===== src/pmc_pkg.sv =====
// constants, types and register map of the power manager register bank
package pmc_pkg;

  localparam logic [7:0] PMC_OFS_CONTROL = 8'h00;
  localparam logic [7:0] PMC_OFS_STATUS  = 8'h04;
  localparam logic [7:0] PMC_OFS_WAKEUP  = 8'h0c;
  localparam logic [7:0] PMC_OFS_CLOCK   = 8'h14;

  localparam int PMC_ADDR_BITS = 8;
  localparam int PMC_GPIO_MAX  = 28;
  localparam int PMC_FREQ_W    = 5;
  localparam int PMC_ALARM_BIT = 31;
  localparam int PMC_FORCE_BIT = 0;

  localparam logic [31:0] PMC_WAKEUP_RST = 32'h0000_0003;
  localparam logic [4:0]  PMC_FREQ_RST   = 5'h00;

  localparam logic [1:0] PMC_HTRANS_NONSEQ = 2'h2;
  localparam logic [1:0] PMC_HRESP_OKAY    = 2'h0;

  // sleep cause and hold flags, bit 0 lowest
  typedef struct packed {
    logic periph_hold;
    logic dram_hold;
    logic supply_fault;
    logic battery_fault;
    logic sw_sleep;
  } pmc_status_t;

  localparam pmc_status_t PMC_STATUS_RST = '0;

  // registered address phase
  typedef struct packed {
    logic                     valid;
    logic                     write;
    logic [PMC_ADDR_BITS-1:0] addr;
  } pmc_aphase_t;

  typedef enum logic [0:0] {
    PMC_AWAKE  = 1'b0,
    PMC_ASLEEP = 1'b1
  } pmc_mode_t;

endpackage


===== src/pmc_regs.sv =====
// power manager configuration and status registers on ahb-lite
//
// The placing of the registers and the AHB-Lite register port were decided locally.
`timescale 1ns/1ps

module pmc_regs
  import pmc_pkg::*;
#(
  parameter int GPIO_COUNT = 28
) (
  input  wire logic                  hclk,
  input  wire logic                  hresetn,
  input  wire logic                  hsel,
  input  wire logic [31:0]           haddr,
  input  wire logic [1:0]            htrans,
  input  wire logic                  hwrite,
  input  wire logic [2:0]            hsize,
  input  wire logic [31:0]           hwdata,
  input  wire logic                  hready,
  output logic                       hreadyout,
  output logic [1:0]                 hresp,
  output logic [31:0]                hrdata,
  input  wire logic [GPIO_COUNT-1:0] gpio_edge,
  input  wire logic                  rtc_alarm,
  input  wire logic                  battery_fault_pin,
  input  wire logic                  supply_fault_pin,
  output logic [PMC_FREQ_W-1:0]      clock_freq_select,
  output logic                       sleep_mode,
  output logic                       dram_hold,
  output logic                       periph_hold
);

  // elaboration checks on parameters and package constants
  if (GPIO_COUNT < 2 || GPIO_COUNT > PMC_GPIO_MAX) begin : g_chk
    $error("pmc_regs: GPIO_COUNT must lie in 2..28");
  end

  if (PMC_FREQ_W != 5) begin : g_chk_freq
    $error("pmc_regs: frequency select must be five bits wide");
  end

  if ($bits(pmc_status_t) != 5) begin : g_chk_status
    $error("pmc_regs: status register must hold five flags");
  end

  if (PMC_ALARM_BIT < GPIO_COUNT) begin : g_chk_alarm
    $error("pmc_regs: alarm enable overlaps a gpio enable");
  end

  if (PMC_OFS_CONTROL[1:0] != 2'h0 ||
      PMC_OFS_STATUS[1:0]  != 2'h0 ||
      PMC_OFS_WAKEUP[1:0]  != 2'h0 ||
      PMC_OFS_CLOCK[1:0]   != 2'h0) begin : g_chk_align
    $error("pmc_regs: register offsets must be word aligned");
  end

  if (PMC_OFS_STATUS == PMC_OFS_WAKEUP ||
      PMC_OFS_WAKEUP == PMC_OFS_CLOCK) begin : g_chk_distinct
    $error("pmc_regs: register offsets must differ");
  end

  // read value of one register, reserved bits zero
  function automatic logic [31:0] reg_value(
    input logic [PMC_ADDR_BITS-1:0] a,
    input logic                     force_bit,
    input pmc_status_t              st,
    input logic [31:0]              wk,
    input logic [PMC_FREQ_W-1:0]    fq
  );
    logic [31:0] v;
    v = 32'h0000_0000;
    unique case (a)
      PMC_OFS_CONTROL: v[PMC_FORCE_BIT] = force_bit;
      PMC_OFS_STATUS:  v[4:0] = st;
      PMC_OFS_WAKEUP:  v = wk;
      PMC_OFS_CLOCK:   v[PMC_FREQ_W-1:0] = fq;
      default:         v = 32'h0000_0000;
    endcase
    return v;
  endfunction

  // mask of writable wakeup enable bits
  function automatic logic [31:0] wake_mask();
    logic [31:0] m;
    m = 32'h0000_0000;
    for (int i = 0; i < GPIO_COUNT; i++) begin
      m[i] = 1'b1;
    end
    m[PMC_ALARM_BIT] = 1'b1;
    return m;
  endfunction

  localparam logic [31:0] WAKE_MASK = wake_mask();

  if ((PMC_WAKEUP_RST & ~WAKE_MASK) != 32'h0000_0000) begin : g_chk_wrst
    $error("pmc_regs: wakeup reset value sets reserved bits");
  end

  pmc_aphase_t             aphase;
  pmc_aphase_t             next_aphase;
  logic [31:0]             rdata;
  logic [31:0]             next_rdata;
  logic                    force_sleep_bit;
  logic                    next_force_sleep_bit;
  pmc_status_t             status;
  pmc_status_t             next_status;
  logic [31:0]             wakeup_source_enable;
  logic [31:0]             next_wakeup_source_enable;
  logic [PMC_FREQ_W-1:0]   core_clock_config;
  logic [PMC_FREQ_W-1:0]   next_core_clock_config;
  pmc_mode_t               mode;
  pmc_mode_t               next_mode;
  logic                    batt_prev;
  logic                    supply_prev;
  logic                    batt_rise;
  logic                    supply_rise;
  logic                    wake_hit;
  logic                    enter_sleep;
  logic                    wr_ctl;
  logic                    wr_sts;
  logic                    wr_wke;
  logic                    wr_clk;
  logic                    take;

  // per-source wake requests and fault pin history
  logic [GPIO_COUNT-1:0]   gpio_hit;
  logic                    alarm_hit;
  logic                    next_batt_prev;
  logic                    next_supply_prev;

  assign hreadyout = 1'b1;
  assign hresp     = PMC_HRESP_OKAY;
  assign hrdata    = rdata;

  assign clock_freq_select = core_clock_config;
  assign sleep_mode        = (mode == PMC_ASLEEP);
  assign dram_hold         = status.dram_hold;
  assign periph_hold       = status.periph_hold;

  // bus address phase and read data
  assign take = hsel && hready && htrans == PMC_HTRANS_NONSEQ;

  always_comb begin
    next_aphase = '0;
    next_rdata  = 32'h0000_0000;
    if (take) begin
      next_aphase.valid = 1'b1;
      next_aphase.write = hwrite;
      next_aphase.addr  = haddr[PMC_ADDR_BITS-1:0];
      if (!hwrite) begin
        next_rdata = reg_value(haddr[PMC_ADDR_BITS-1:0],
                               force_sleep_bit, status,
                               wakeup_source_enable,
                               core_clock_config);
      end
    end
  end

  always_ff @(posedge hclk or negedge hresetn) begin
    if (!hresetn) begin
      aphase <= '0;
      rdata  <= 32'h0000_0000;
    end else begin
      aphase <= next_aphase;
      rdata  <= next_rdata;
    end
  end

  // data phase write strobes, decoded by offset
  always_comb begin
    wr_ctl = 1'b0;
    wr_sts = 1'b0;
    wr_wke = 1'b0;
    wr_clk = 1'b0;
    if (aphase.valid && aphase.write) begin
      unique case (aphase.addr)
        PMC_OFS_CONTROL: wr_ctl = 1'b1;
        PMC_OFS_STATUS:  wr_sts = 1'b1;
        PMC_OFS_WAKEUP:  wr_wke = 1'b1;
        PMC_OFS_CLOCK:   wr_clk = 1'b1;
        default:         wr_ctl = 1'b0;
      endcase
    end
  end

  // fault edges and wake sources
  assign batt_rise   = battery_fault_pin && !batt_prev;
  assign supply_rise = supply_fault_pin && !supply_prev;

  for (genvar g = 0; g < GPIO_COUNT; g++) begin : g_wake
    assign gpio_hit[g] = gpio_edge[g] && wakeup_source_enable[g];
  end

  assign alarm_hit = rtc_alarm && wakeup_source_enable[PMC_ALARM_BIT];
  assign wake_hit  = (|gpio_hit) || alarm_hit;

  // previous fault pin levels for rise detection
  always_comb begin
    next_batt_prev   = battery_fault_pin;
    next_supply_prev = supply_fault_pin;
  end

  assign enter_sleep = mode == PMC_AWAKE &&
                       (force_sleep_bit || batt_rise || supply_rise);

  // mode and control bit
  always_comb begin
    next_mode            = mode;
    next_force_sleep_bit = force_sleep_bit;
    if (wr_ctl && hwdata[PMC_FORCE_BIT]) begin
      next_force_sleep_bit = 1'b1;
    end
    unique case (mode)
      PMC_AWAKE: begin
        if (enter_sleep) begin
          next_mode = PMC_ASLEEP;
        end
      end
      PMC_ASLEEP: begin
        if (wake_hit) begin
          next_mode            = PMC_AWAKE;
          next_force_sleep_bit = 1'b0;
        end
      end
    endcase
  end

  // sticky status, hardware set wins over write-one clear
  always_comb begin
    next_status = status;
    if (wr_sts) begin
      next_status = status & ~pmc_status_t'(hwdata[4:0]);
    end
    if (mode == PMC_AWAKE && force_sleep_bit) begin
      next_status.sw_sleep = 1'b1;
    end
    if (battery_fault_pin) begin
      next_status.battery_fault = 1'b1;
    end
    if (mode == PMC_AWAKE && supply_rise) begin
      next_status.supply_fault = 1'b1;
    end
    if (mode == PMC_ASLEEP && wake_hit) begin
      next_status.dram_hold   = 1'b1;
      next_status.periph_hold = 1'b1;
    end
  end

  // configuration registers
  always_comb begin
    next_wakeup_source_enable = wakeup_source_enable;
    next_core_clock_config    = core_clock_config;
    if (wr_wke) begin
      next_wakeup_source_enable = hwdata & WAKE_MASK;
    end
    if (batt_rise || supply_rise) begin
      next_wakeup_source_enable = PMC_WAKEUP_RST;
    end
    if (wr_clk) begin
      next_core_clock_config = hwdata[PMC_FREQ_W-1:0];
    end
  end

  // mode and control bit registers
  always_ff @(posedge hclk or negedge hresetn) begin
    if (!hresetn) begin
      mode            <= PMC_AWAKE;
      force_sleep_bit <= 1'b0;
    end else begin
      mode            <= next_mode;
      force_sleep_bit <= next_force_sleep_bit;
    end
  end

  // status flags, cleared by the hardware reset or by a write-one clear
  always_ff @(posedge hclk or negedge hresetn) begin
    if (!hresetn) begin
      status <= PMC_STATUS_RST;
    end else begin
      status <= next_status;
    end
  end

  // configuration register state
  always_ff @(posedge hclk or negedge hresetn) begin
    if (!hresetn) begin
      wakeup_source_enable <= PMC_WAKEUP_RST;
      core_clock_config    <= PMC_FREQ_RST;
    end else begin
      wakeup_source_enable <= next_wakeup_source_enable;
      core_clock_config    <= next_core_clock_config;
    end
  end

  // fault pin history
  always_ff @(posedge hclk or negedge hresetn) begin
    if (!hresetn) begin
      batt_prev   <= 1'b0;
      supply_prev <= 1'b0;
    end else begin
      batt_prev   <= next_batt_prev;
      supply_prev <= next_supply_prev;
    end
  end

endmodule // pmc_regs


===== config.mk =====
export PLATFORM = sky130hd
export DESIGN_NAME = pmc_regs
export DESIGN_NICKNAME = d
export VERILOG_FILES = /design/src/pmc_pkg.sv /design/src/pmc_regs.sv
export SDC_FILE = /design/constraint.sdc
export NUM_CORES = 1
export LEC_CHECK = 0
export BUFFER_PORTS_ARGS = -buffer_cell sky130_fd_sc_hd__buf_2
export CAP_MARGIN = 20
export CORE_MARGIN = 2
export CORE_UTILIZATION = 42
export DETAILED_ROUTE_END_ITERATION = 8
export PLACE_DENSITY_LB_ADDON = 0.25
export SYNTH_ARGS = -nofsm -noshare
export SYNTH_HDL_FRONTEND = slang
export SYNTH_SLANG_ARGS = --single-unit

===== constraint.sdc =====
create_clock -name hclk -period 1.45 [get_ports hclk]
set_input_delay 0.29 -clock hclk [delete_from_list [all_inputs] [get_ports hclk]]
set_output_delay 0.29 -clock hclk [all_outputs]
set_load 0.005 [all_outputs]

==> results of run 1 <==
-- layer usage --
| layer | vias up | share of wire (%) | track usage, % |
|---|---|---|---|
| met3 | 7 | 7.1 | 4.48 |
| met4 | 0 | 1.2 | 6.69 |
| met2 | 103 | 49 | 31.9 |
| met1 | 1189 | 43 | 25.9 |
| met5 | - | 0 | 0 |
| li1 | 1183 | - | - |
-- cell type report --
| cell class | count | share of cell area (%) |
|---|---|---|
| Sequential cell | 82 | 45.8 |
| Multi-Input combinational cell | 153 | 25.4 |
| Timing Repair Buffer | 148 | 20.1 |
| Clock buffer | 9 | 2.76 |
| Tap cell | 99 | 2.76 |
| Clock inverter | 7 | 2.62 |
| Inverter | 7 | 0.586 |
-- synthesized netlist by cell type, types with 3 or more instances --
library cell and number:
and2_1 33, mux2_2 3, a22o_1 30, nor2_1 16
dfrtp_1 80, a22oi_1 10, nand2_1 9, buf_4 7
nand4_1 3, a21oi_1 5, a221oi_1 3, mux2i_1 5
buf_2 3, o21ai_0 3, inv_1 7, a21o_1 3
clkbuf_1 3
-- cells in the final DEF, fill, tap and decap left out, drive strengths merged --
cell / Yosys / routed
a21o: 3 / 3
a41oi: 2 / 2
bufinv: 0 / 3
o2bb2ai: 1 / 1
dfstp: 2 / 2
mux2i: 5 / 5
clkbuf: 5 / 9
nand3: 3 / 3
a222oi: 1 / 1
mux2: 3 / 3
dfrtp: 80 / 80
and2: 33 / 33
buf: 12 / 147
nor2: 16 / 16
nand2b: 1 / 1
a221oi: 3 / 3
o21ai: 4 / 4
and4b: 1 / 1
dlygate4sd3: 0 / 1
clkinv: 0 / 4
inv: 7 / 7
a21oi: 5 / 5
nor3b: 1 / 1
nor2b: 2 / 5
a22oi: 10 / 10
a22o: 30 / 30
nor4b: 2 / 2
nand2: 10 / 10
nor4: 2 / 2
conb: 2 / 6
and3: 1 / 1
nand4: 3 / 3
nor3: 2 / 2
-- worst max-delay path: stages, from the launching register on --
cell and delay, ns:
dfrtp_1 0.39, a22o_1 0.24, a221oi_1 0.40, a41oi_4 0.22, a21o_1 0.20
-- registers in the layout, indices dropped and copies added, names as in the netlist --
register and count:
sleep_mode 1, clock_freq_select 5, force_sleep_bit 1, wakeup_source_enable 29, hrdata 29, dram_hold 1
batt_prev 1, periph_hold 1, status 3, aphase 10, supply_prev 1
-- how the worst max path moves through the flow --
stage	start	endpoint	slack, ns	depth (start not counted)
floorplan	aphase[8]	wakeup_source_enable[11]	-0.07	7
global placement	gpio_edge[13]	dram_hold	-0.17	6
detailed placement	aphase[8]	wakeup_source_enable[8]	-0.17	5
CTS	wakeup_source_enable[10]	periph_hold	-0.11	5
global route	wakeup_source_enable[10]	periph_hold	-0.26	5
finish	wakeup_source_enable[26]	dram_hold	-0.10	4
-- per-stage QoR --
step	std cells	hold WS [ns]	area (µm²)	util, %
2_1_floorplan	256	-0.00559	3230	-
5_1_grt	505	0.0497	4490	61.2
4_1_cts	504	0.0569	4450	60.6
3_5_place_dp	482	0.282	4100	55.9
3_3_place_gp	482	0.287	4100	55.9
6_report	505	0.0678	4490	61.2
-- what timing repair did --
action	in CTS	in global routing
setup endpoints to repair	35	37
endpoints found under the hold margin	30	0
hold buffers	1	0
buffers inserted	2	1
gates cloned	3	1
pin swaps	24	5
gates resized for setup	11	8
-- where the power goes --
part | internal [mW] | total, mW | switching [mW]
registers | 2.31 | 2.33 | 0.0231
clock network | 1.14 | 1.94 | 0.799
logic | 0.161 | 0.361 | 0.200
total | 3.61 | 4.64 | 1.02
-- cell families after synthesis --
logic type	count (synthesis)	share of synthesized area (%)
other	2	0.234
buffers and inverters	24	4.28
AO/OA/AOI/OAI	59	14.6
multiplexers	8	2.61
flip-flops	82	63.9
AND/OR/NAND/NOR	77	14.4
==> impl_metrics.prom, run 1 <==
# TYPE chip_impl_metric gauge
chip_impl_info{name="outcome",value="finished, violations left"} 1
chip_impl_info{name="violations",value="negative setup slack"} 1
chip_impl_info{name="worst_hold_path_type",value="input pin to register"} 1
chip_impl_info{name="crit_path_end_kind",value="register"} 1
chip_impl_metric{name="post_drt_wl_per_cell",unit="µm"} 15.4
chip_impl_metric{name="path_clk_slew",unit="ns"} 0.08
chip_impl_metric{name="timing.critical_path.fanout_max",unit=""} 4
chip_impl_metric{name="fraction_of_final_layout_cells_with_drive_strength_greater_than_1",unit="%"} 45.8
chip_impl_metric{name="place_congestion",unit=""} 0.775
chip_impl_metric{name="worst_reg_to_reg_path_cell_count",unit=""} 4
chip_impl_metric{name="mappedNetlistArea",unit="µm²"} 3210
chip_impl_metric{name="ctsHtreeMaxLevel",unit=""} 3
chip_impl_metric{name="min_delay_path_depth",unit=""} 1
chip_impl_info{name="worstHoldEndpoint",value="supply_prev"} 1
chip_impl_metric{name="timing.setup.tns",unit="ns"} -2.22
chip_impl_metric{name="area_occupied_by_multi_input_gates",unit="µm²"} 1140
chip_impl_metric{name="cts.sink_count",unit=""} 82
chip_impl_metric{name="timing_hold_violations_final",unit=""} 0
chip_impl_metric{name="cts-buffers-inserted",unit=""} 9
chip_impl_metric{name="drtPass1Iterations",unit=""} 5
chip_impl_metric{name="period_minus_slack",unit="ns"} 1.55
chip_impl_metric{name="synth_largest_type_area_fraction",unit="%"} 62.3
chip_impl_info{name="start_kind",value="register"} 1
chip_impl_metric{name="design.core.area",unit="µm²"} 7330
chip_impl_metric{name="drt_first_iter_violations",unit=""} 74
chip_impl_metric{name="seq_area_frac_synth",unit="%"} 63.9
chip_impl_metric{name="start_util",unit="%"} 43.8
chip_impl_metric{name="io_pins",unit=""} 148
chip_impl_metric{name="max_freq",unit="MHz"} 643
chip_impl_metric{name="cap_viol_max_count",unit=""} 0
chip_impl_metric{name="remaining_drc_errors",unit=""} 0
chip_impl_metric{name="grt_first_pass_wirelength",unit="µm"} 12600
chip_impl_metric{name="power_density",unit="nW/µm²"} 1030
chip_impl_metric{name="synthToLayoutAreaGrowth",unit="%"} 39.6
chip_impl_metric{name="dp_slack",unit="ns"} -0.174
chip_impl_metric{name="antenna_cells",unit=""} 0
chip_impl_metric{name="largest_net_degree_at_the_start_of_global_routing",unit=""} 37
chip_impl_metric{name="vdd_drop_max",unit="µV"} 475
chip_impl_info{name="worstHoldStart",value="supply_fault_pin"} 1
chip_impl_metric{name="synth_enable_flop_cells",unit=""} 0
chip_impl_metric{name="period_share",unit="%"} 107
chip_impl_metric{name="worst_slack",unit="ns"} -0.104
chip_impl_metric{name="grt_antenna_before_repair",unit=""} 0
chip_impl_metric{name="dp.final_hpwl",unit="µm"} 5630
chip_impl_info{name="cts_tree",value="yes"} 1
chip_impl_metric{name="cts_buffer_depth",unit=""} 2
chip_impl_metric{name="total_leakage_power",unit="nW"} 2.39
chip_impl_metric{name="slew_viol_final",unit=""} 0
chip_impl_info{name="capturing_point_of_the_worst_reg2reg_path",value="dram_hold"} 1
chip_impl_metric{name="synthesis.area_per_instance",unit="µm²"} 12.8
chip_impl_metric{name="core.rowCount",unit=""} 31
chip_impl_metric{name="report.final.setup_viol",unit=""} 31
chip_impl_info{name="rsz0062_at_grt",value="true"} 1
chip_impl_metric{name="die_y",unit="µm"} 91.5
chip_impl_info{name="synth_top_cells_by_area",value="dfrtp_1 62%, a22o_1 8.2%, and2_1 6.4%"} 1
chip_impl_metric{name="yosysWarnings",unit=""} 0
chip_impl_metric{name="vias_per_cell",unit=""} 4.91
chip_impl_info{name="rr_startpoint",value="wakeup_source_enable[26]"} 1
chip_impl_metric{name="detail_route.wirelength",unit="µm"} 7800
chip_impl_metric{name="dieWidth",unit="µm"} 91.5
chip_impl_metric{name="fin_worst_skew",unit="ns"} 0.00788
chip_impl_metric{name="design_power_total",unit="mW"} 4.64
chip_impl_metric{name="worst-r2r-setup-slack",unit="ns"} -0.10
chip_impl_metric{name="portBuffers",unit=""} 111
chip_impl_metric{name="postSynthRegisterBits",unit=""} 82
chip_impl_info{name="setup.worst_path.class",value="register to register"} 1
chip_impl_metric{name="number_of_global_route_vias_before_repair",unit=""} 2562
chip_impl_metric{name="final.fill_count",unit=""} 608
chip_impl_metric{name="globalRouteTotalUtil",unit="%"} 19.6
chip_impl_metric{name="required_time_at_the_endpoint_of_the_critical_path",unit="ns"} 1.69
chip_impl_metric{name="gr-total-overflow",unit=""} 0
chip_impl_info{name="synth_area_leader_cell",value="dfrtp_1"} 1
chip_impl_metric{name="layout.nets",unit=""} 506
chip_impl_metric{name="route.antenna.remaining_nets",unit=""} 0
chip_impl_info{name="ctsRootBufferMaster",value="clkbuf_8"} 1
chip_impl_metric{name="register_area",unit="µm²"} 2050
chip_impl_metric{name="worst_skew_pair_later_pin_latency",unit="ns"} 0.35
chip_impl_metric{name="netlist_instances",unit=""} 252
chip_impl_metric{name="die_area",unit="µm²"} 8370
chip_impl_metric{name="asyncSetResetFlopFracSynth",unit="%"} 100
chip_impl_info{name="synth-main-ff-cell",value="dfrtp_1"} 1
chip_impl_metric{name="route.vias.total",unit=""} 2482
chip_impl_metric{name="yosys_cell_types",unit=""} 39
chip_impl_metric{name="arrival",unit="ns"} 1.79
Note: power is estimated with default switching activity, not from simulation.
==> run 2, diff against run 1 <==
--- a/config.mk
+++ b/config.mk
@@ -11,6 +11,7 @@
 export CORE_UTILIZATION = 42
 export DETAILED_ROUTE_END_ITERATION = 8
 export PLACE_DENSITY_LB_ADDON = 0.25
+export SKIP_CTS_REPAIR_TIMING = 1
 export SYNTH_ARGS = -nofsm -noshare
 export SYNTH_HDL_FRONTEND = slang
 export SYNTH_SLANG_ARGS = --single-unit
==> run 2 against run 1 <==
The run still ends with negative setup slack left. Via count is 0.81% higher. Clock skew is 0.0015 ns higher. Hold slack hardly changed. Sequential power hardly changed. Sequential share of layout area is 0.12 points higher. Combinational power hardly changed. Utilization is 0.15 points lower. Register-to-register slack worse by 0.04 ns. Clock power hardly changed. Die area stayed put.
==> impl_metrics.prom, run 2 (synthesized netlist as in run 1, its figures left out) <==
# TYPE chip_impl_metric gauge
chip_impl_info{name="outcome",value="finished, violations left"} 1
chip_impl_info{name="violations",value="negative setup slack"} 1
chip_impl_metric{name="worst_slack",unit="ns"} -0.142
chip_impl_metric{name="instance_area_after_placement",unit="µm²"} 4100
chip_impl_metric{name="max_freq",unit="MHz"} 628
chip_impl_metric{name="route.vias.total",unit=""} 2502
chip_impl_metric{name="power_density",unit="nW/µm²"} 1040
chip_impl_metric{name="dp.final_hpwl",unit="µm"} 5630
chip_impl_metric{name="detail_route.wirelength",unit="µm"} 7670
chip_impl_metric{name="fin_worst_skew",unit="ns"} 0.00939
chip_impl_metric{name="largest_net_degree_at_the_start_of_global_routing",unit=""} 37
chip_impl_metric{name="remaining_drc_errors",unit=""} 0
chip_impl_metric{name="report.final.setup_viol",unit=""} 33
chip_impl_metric{name="start_util",unit="%"} 43.8
chip_impl_metric{name="dieWidth",unit="µm"} 91.5
chip_impl_metric{name="die_area",unit="µm²"} 8370
chip_impl_metric{name="cap_viol_max_count",unit=""} 0
chip_impl_metric{name="gr-total-overflow",unit=""} 0
chip_impl_metric{name="design.core.area",unit="µm²"} 7330
chip_impl_metric{name="core.rowCount",unit=""} 31
chip_impl_metric{name="fraction_of_final_layout_cells_with_drive_strength_greater_than_1",unit="%"} 45.9
chip_impl_metric{name="synthToLayoutAreaGrowth",unit="%"} 39.3
chip_impl_metric{name="finalInstanceArea",unit="µm²"} 4480
chip_impl_metric{name="path_clk_slew",unit="ns"} 0.08
chip_impl_metric{name="final.fill_count",unit=""} 608
chip_impl_metric{name="io_pins",unit=""} 148
chip_impl_metric{name="clock_power_share",unit="%"} 41.9
chip_impl_info{name="layout_common_cells",value="110 x buf_2, 80 x dfrtp_1, 33 x and2_1"} 1
chip_impl_metric{name="total_leakage_power",unit="nW"} 2.38
chip_impl_metric{name="cts-buffers-inserted",unit=""} 9
chip_impl_info{name="start_kind",value="register"} 1
chip_impl_metric{name="portBuffers",unit=""} 111
chip_impl_info{name="layout_commonest_cell",value="buf_2"} 1
chip_impl_metric{name="slew_viol_final",unit=""} 0
chip_impl_metric{name="period_minus_slack",unit="ns"} 1.59
chip_impl_info{name="ctsRootBufferMaster",value="clkbuf_8"} 1
chip_impl_metric{name="drtPass1Iterations",unit=""} 8
chip_impl_info{name="setup.worst_path.class",value="register to register"} 1
chip_impl_info{name="crit_path_end_kind",value="register"} 1
chip_impl_metric{name="register_area",unit="µm²"} 2050
chip_impl_metric{name="drt_first_iter_violations",unit=""} 69
chip_impl_metric{name="required_time_at_the_endpoint_of_the_critical_path",unit="ns"} 1.69
chip_impl_info{name="worst_hold_path_type",value="input pin to register"} 1
chip_impl_metric{name="route.antenna.remaining_nets",unit=""} 0
chip_impl_metric{name="antenna_cells",unit=""} 0
chip_impl_metric{name="arrival",unit="ns"} 1.83
chip_impl_metric{name="grt_first_pass_wirelength",unit="µm"} 12200
chip_impl_metric{name="timing_hold_violations_final",unit=""} 0
chip_impl_metric{name="vias_per_cell",unit=""} 4.96
chip_impl_metric{name="place_congestion",unit=""} 0.775
chip_impl_metric{name="power_switching_share",unit="%"} 22.2
chip_impl_metric{name="power.net_switching",unit="mW"} 1.03
chip_impl_metric{name="grt_antenna_before_repair",unit=""} 0
chip_impl_metric{name="area_occupied_by_multi_input_gates",unit="µm²"} 1140
chip_impl_info{name="rsz0062_at_grt",value="true"} 1
chip_impl_metric{name="share_comb_of_total_power",unit="%"} 7.8
chip_impl_metric{name="vdd_drop_max",unit="µV"} 475
chip_impl_metric{name="ctsHtreeMaxLevel",unit=""} 3
chip_impl_metric{name="cts.sink_count",unit=""} 82
chip_impl_metric{name="worst_skew_pair_later_pin_latency",unit="ns"} 0.35
chip_impl_metric{name="period_share",unit="%"} 110
chip_impl_metric{name="layout.nets",unit=""} 505
chip_impl_metric{name="post_drt_wl_per_cell",unit="µm"} 15.2
chip_impl_metric{name="cts_buffer_depth",unit=""} 2
chip_impl_metric{name="number_of_global_route_vias_before_repair",unit=""} 2500
chip_impl_metric{name="globalRouteTotalUtil",unit="%"} 18.9
chip_impl_metric{name="p_int",unit="mW"} 3.61
chip_impl_metric{name="timing.critical_path.fanout_max",unit=""} 4
chip_impl_metric{name="final.hold.worst_slack",unit="ns"} 0.0679
chip_impl_info{name="cts_tree",value="yes"} 1
chip_impl_metric{name="die_y",unit="µm"} 91.5
chip_impl_metric{name="part_of_the_power_in_registers",unit="%"} 50.3
==> run 2: metal layers <==
layer / GRT usage, % / vias up / wire [µm]
met5: 0 / - / 0
met4: 6.44 / 0 / 121
met3: 4.32 / 9 / 484
met2: 30.2 / 95 / 3640
met1: 25.5 / 1216 / 3430
li1: - / 1182 / -
==> run 2: area by class of cell <==
| cell class | count | share of cell area (%) |
|---|---|---|
| multi-input cells | 153 | 25.5 |
| clock buffers | 9 | 2.77 |
| inverters | 7 | 0.587 |
| repair buffers | 147 | 19.8 |
| flip-flops and latches | 82 | 45.9 |
| well taps | 99 | 2.77 |
| clock inverters | 7 | 2.63 |
==> run 2: per-stage QoR <==
stage                     setup TNS [ns]  instances  total power, mW  util, %  worst slack, ns
after global placement             -6.91        482             2.70     55.9           -0.166
after global routing               -6.02        504             4.84     61.1           -0.275
after floorplan                   -0.686        256             2.49        -          -0.0663
after detailed placement           -8.51        482             2.70     55.9           -0.174
after CTS                          -5.77        498             4.65     59.2           -0.200
final                              -2.33        504             4.64     61.1           -0.142
==> run 2: final timing paths <==
kind                                           from     endpoint  slack, ns  cells after the start
setup / recovery           wakeup_source_enable[13]  periph_hold      -0.14                      5
hold / removal                     supply_fault_pin  supply_prev       0.07                      1
setup reg to reg           wakeup_source_enable[13]  periph_hold      -0.14                      5
hold reg to reg            wakeup_source_enable[18]   hrdata[18]       0.51                      1
max in group asynchronous                   hresetn    hrdata[2]       0.53                      3
min in group asynchronous                   hresetn   hrdata[18]       0.44                      2
==> run 2: critical path, cell delays in order, from the launching register on <==
cell      delay [ns]
dfrtp_1         0.38
a22oi_1         0.23
nand2_1         0.08
a221oi_1        0.38
a41oi_4         0.21
a21o_1          0.20
==> run 2: power groups by stage <==
stage | combinational (mW) | sequential, mW | clock (mW)
6_report | 0.361 | 2.34 | 1.95
5_1_grt | 0.402 | 2.34 | 2.10
4_1_cts | 0.327 | 2.33 | 1.99
3_5_place_dp | 0.326 | 2.38 | 0
3_3_place_gp | 0.320 | 2.38 | 0
2_1_floorplan | 0.118 | 2.37 | 0
==> run 3, diff against run 2 <==
--- a/config.mk
+++ b/config.mk
@@ -7,8 +7,8 @@
 export LEC_CHECK = 0
 export BUFFER_PORTS_ARGS = -buffer_cell sky130_fd_sc_hd__buf_2
 export CAP_MARGIN = 20
-export CORE_MARGIN = 2
-export CORE_UTILIZATION = 42
+export CORE_UTILIZATION = 43
+export CTS_BUF_LIST = sky130_fd_sc_hd__clkbuf_8
 export DETAILED_ROUTE_END_ITERATION = 8
 export PLACE_DENSITY_LB_ADDON = 0.25
 export SKIP_CTS_REPAIR_TIMING = 1
==> run 3 against run 2 <==
The run still ends with negative setup slack left. Critical endpoint is now wakeup_source_enable[3]. Highest routed layer unchanged. Combinational power down 3%. Power is 2.5% lower. Clock power fell by 6%. Via count rose by 1.0%. Final area grew 0.48%.
==> impl_metrics.prom, run 3 (synthesized netlist as in run 1, its figures left out) <==
# TYPE chip_impl_metric gauge
chip_impl_info{name="layout_commonest_cell",value="buf_2"} 1
chip_impl_metric{name="die_area",unit="µm²"} 7820
chip_impl_metric{name="worst_slack",unit="ns"} -0.141
chip_impl_metric{name="worst_skew_pair_later_pin_latency",unit="ns"} 0.35
chip_impl_metric{name="final.fill_count",unit=""} 579
chip_impl_metric{name="route.antenna.remaining_nets",unit=""} 0
chip_impl_metric{name="globalRouteTotalUtil",unit="%"} 19.9
chip_impl_metric{name="design.core.area",unit="µm²"} 7250
chip_impl_metric{name="instance_area_after_placement",unit="µm²"} 4120
chip_impl_metric{name="fraction_of_final_layout_cells_with_drive_strength_greater_than_1",unit="%"} 47.5
chip_impl_metric{name="vdd_drop_max",unit="µV"} 463
chip_impl_metric{name="vias_per_cell",unit=""} 4.94
chip_impl_info{name="worst_hold_path_type",value="input pin to register"} 1
chip_impl_metric{name="area_occupied_by_multi_input_gates",unit="µm²"} 1120
chip_impl_metric{name="timing.setup.tns",unit="ns"} -3.98
chip_impl_metric{name="total_leakage_power",unit="nW"} 2.41
chip_impl_metric{name="cts.sink_count",unit=""} 82
chip_impl_metric{name="design_power_total",unit="mW"} 4.53
chip_impl_metric{name="place_congestion",unit=""} 0.801
chip_impl_metric{name="synthToLayoutAreaGrowth",unit="%"} 40.0
chip_impl_metric{name="path_clk_slew",unit="ns"} 0.08
chip_impl_info{name="outcome",value="finished, violations left"} 1
chip_impl_metric{name="period_share",unit="%"} 110
chip_impl_metric{name="dp.final_hpwl",unit="µm"} 5440
chip_impl_metric{name="timing.critical_path.fanout_max",unit=""} 7
chip_impl_info{name="start_kind",value="register"} 1
chip_impl_info{name="worstHoldStart",value="supply_fault_pin"} 1
chip_impl_metric{name="cts-buffers-inserted",unit=""} 9
chip_impl_metric{name="gr-total-overflow",unit=""} 0
chip_impl_info{name="worst_setup_path_startpoint",value="aphase[5]"} 1
chip_impl_metric{name="largest_net_degree_at_the_start_of_global_routing",unit=""} 30
chip_impl_metric{name="post_drt_wl_per_cell",unit="µm"} 15.3
chip_impl_metric{name="layout.nets",unit=""} 513
chip_impl_metric{name="dieWidth",unit="µm"} 88.4
chip_impl_info{name="crit_path_end_kind",value="register"} 1
chip_impl_metric{name="fin_worst_skew",unit="ns"} 0.00568
chip_impl_metric{name="period_minus_slack",unit="ns"} 1.59
chip_impl_metric{name="cap_viol_max_count",unit=""} 0
chip_impl_metric{name="remaining_drc_errors",unit=""} 0
chip_impl_metric{name="grt_antenna_before_repair",unit=""} 0
chip_impl_metric{name="report.final.setup_viol",unit=""} 35
chip_impl_metric{name="route.vias.total",unit=""} 2528
chip_impl_metric{name="portBuffers",unit=""} 111
chip_impl_metric{name="drtPass1Iterations",unit=""} 6
chip_impl_metric{name="detail_route.wirelength",unit="µm"} 7820
chip_impl_info{name="rsz0062_at_grt",value="true"} 1
chip_impl_metric{name="core.rowCount",unit=""} 31
chip_impl_metric{name="max_freq",unit="MHz"} 629
chip_impl_metric{name="antenna_cells",unit=""} 0
chip_impl_info{name="layout_common_cells",value="110 x buf_2, 80 x dfrtp_1, 40 x buf_4"} 1
chip_impl_metric{name="arrival",unit="ns"} 1.88
chip_impl_metric{name="drt_first_iter_violations",unit=""} 78
chip_impl_metric{name="number_of_global_route_vias_before_repair",unit=""} 2415
chip_impl_metric{name="register_area",unit="µm²"} 2050
chip_impl_info{name="ctsRootBufferMaster",value="clkbuf_8"} 1
chip_impl_info{name="rr_startpoint",value="aphase[5]"} 1
chip_impl_metric{name="finalInstanceArea",unit="µm²"} 4500
chip_impl_metric{name="die_y",unit="µm"} 88.4
chip_impl_info{name="violations",value="negative setup slack"} 1
chip_impl_metric{name="power_density",unit="nW/µm²"} 1010
chip_impl_info{name="cts_tree",value="yes"} 1
chip_impl_metric{name="io_pins",unit=""} 148
chip_impl_metric{name="final_core_util",unit="%"} 62.0
chip_impl_metric{name="timing_hold_violations_final",unit=""} 0
chip_impl_metric{name="grt_first_pass_wirelength",unit="µm"} 11400
chip_impl_metric{name="ctsHtreeMaxLevel",unit=""} 3
chip_impl_metric{name="start_util",unit="%"} 44.3
chip_impl_metric{name="required_time_at_the_endpoint_of_the_critical_path",unit="ns"} 1.74
chip_impl_metric{name="slew_viol_final",unit=""} 0
chip_impl_info{name="setup.worst_path.class",value="register to register"} 1
chip_impl_metric{name="cts_buffer_depth",unit=""} 2
-- run 3: cell count changes in the layout (fill, tap and decap cells not counted), sizes merged --
cell,delta
clkinvlp,+1
clkbuf,+1
bufinv,-1
buf,+9
clkinv,-1
nor2b,-1
-- run 3: routing by layer --
layer	GRT usage, %	up-vias	part of all wire [%]
met5	0	-	0
met1	24.8	1236	45
met2	32.7	87	48
met4	9.24	0	1.7
li1	-	1195	-
met3	5.22	10	5.9
-- run 3: final cells by class --
cell class,instances,share of cell area [%]
Sequential cell,82,45.7
Inverter,7,0.584
Timing Repair Buffer,156,21.0
Multi-Input combinational cell,152,24.9
Clock inverter,6,2.00
Tap cell,99,2.75
Clock buffer,10,3.06
-- run 3: report_power, final --
group	internal, mW	total (mW)	switching, mW
logic	0.157	0.350	0.193
registers	2.31	2.33	0.0233
clock network	1.02	1.84	0.825
total	3.49	4.53	1.04
-- run 3: worst max-delay path: stages, from the launching register on --
cell,delay [ns]
dfrtp_1,0.40
nor2_1,0.10
nor4b_4,0.25
nand4_1,0.12
buf_4,0.17
nor2_4,0.15
buf_4,0.20
a22o_1,0.13
-- run 3: path summary, 6_finish.rpt --
check,end,slack [ns],cells after the start
worst max-delay path,wakeup_source_enable[3],-0.14,7
min in group asynchronous,hrdata[4],0.41,2
worst min register to register,wakeup_source_enable[1],0.50,2
worst max register to register,wakeup_source_enable[3],-0.14,7
max in group asynchronous,wakeup_source_enable[6],0.59,3
worst min-delay path,supply_prev,0.07,1
-- run 3: metrics by stage --
step           std cells  hold WS [ns]  setup WS, ns
4_1_cts              503        -0.124        -0.249
3_5_place_dp         487         0.254        -0.230
2_1_floorplan        256      -0.00559       -0.0663
5_1_grt              512        0.0669        -0.238
6_report             512        0.0701        -0.141
3_3_place_gp         487         0.248        -0.209
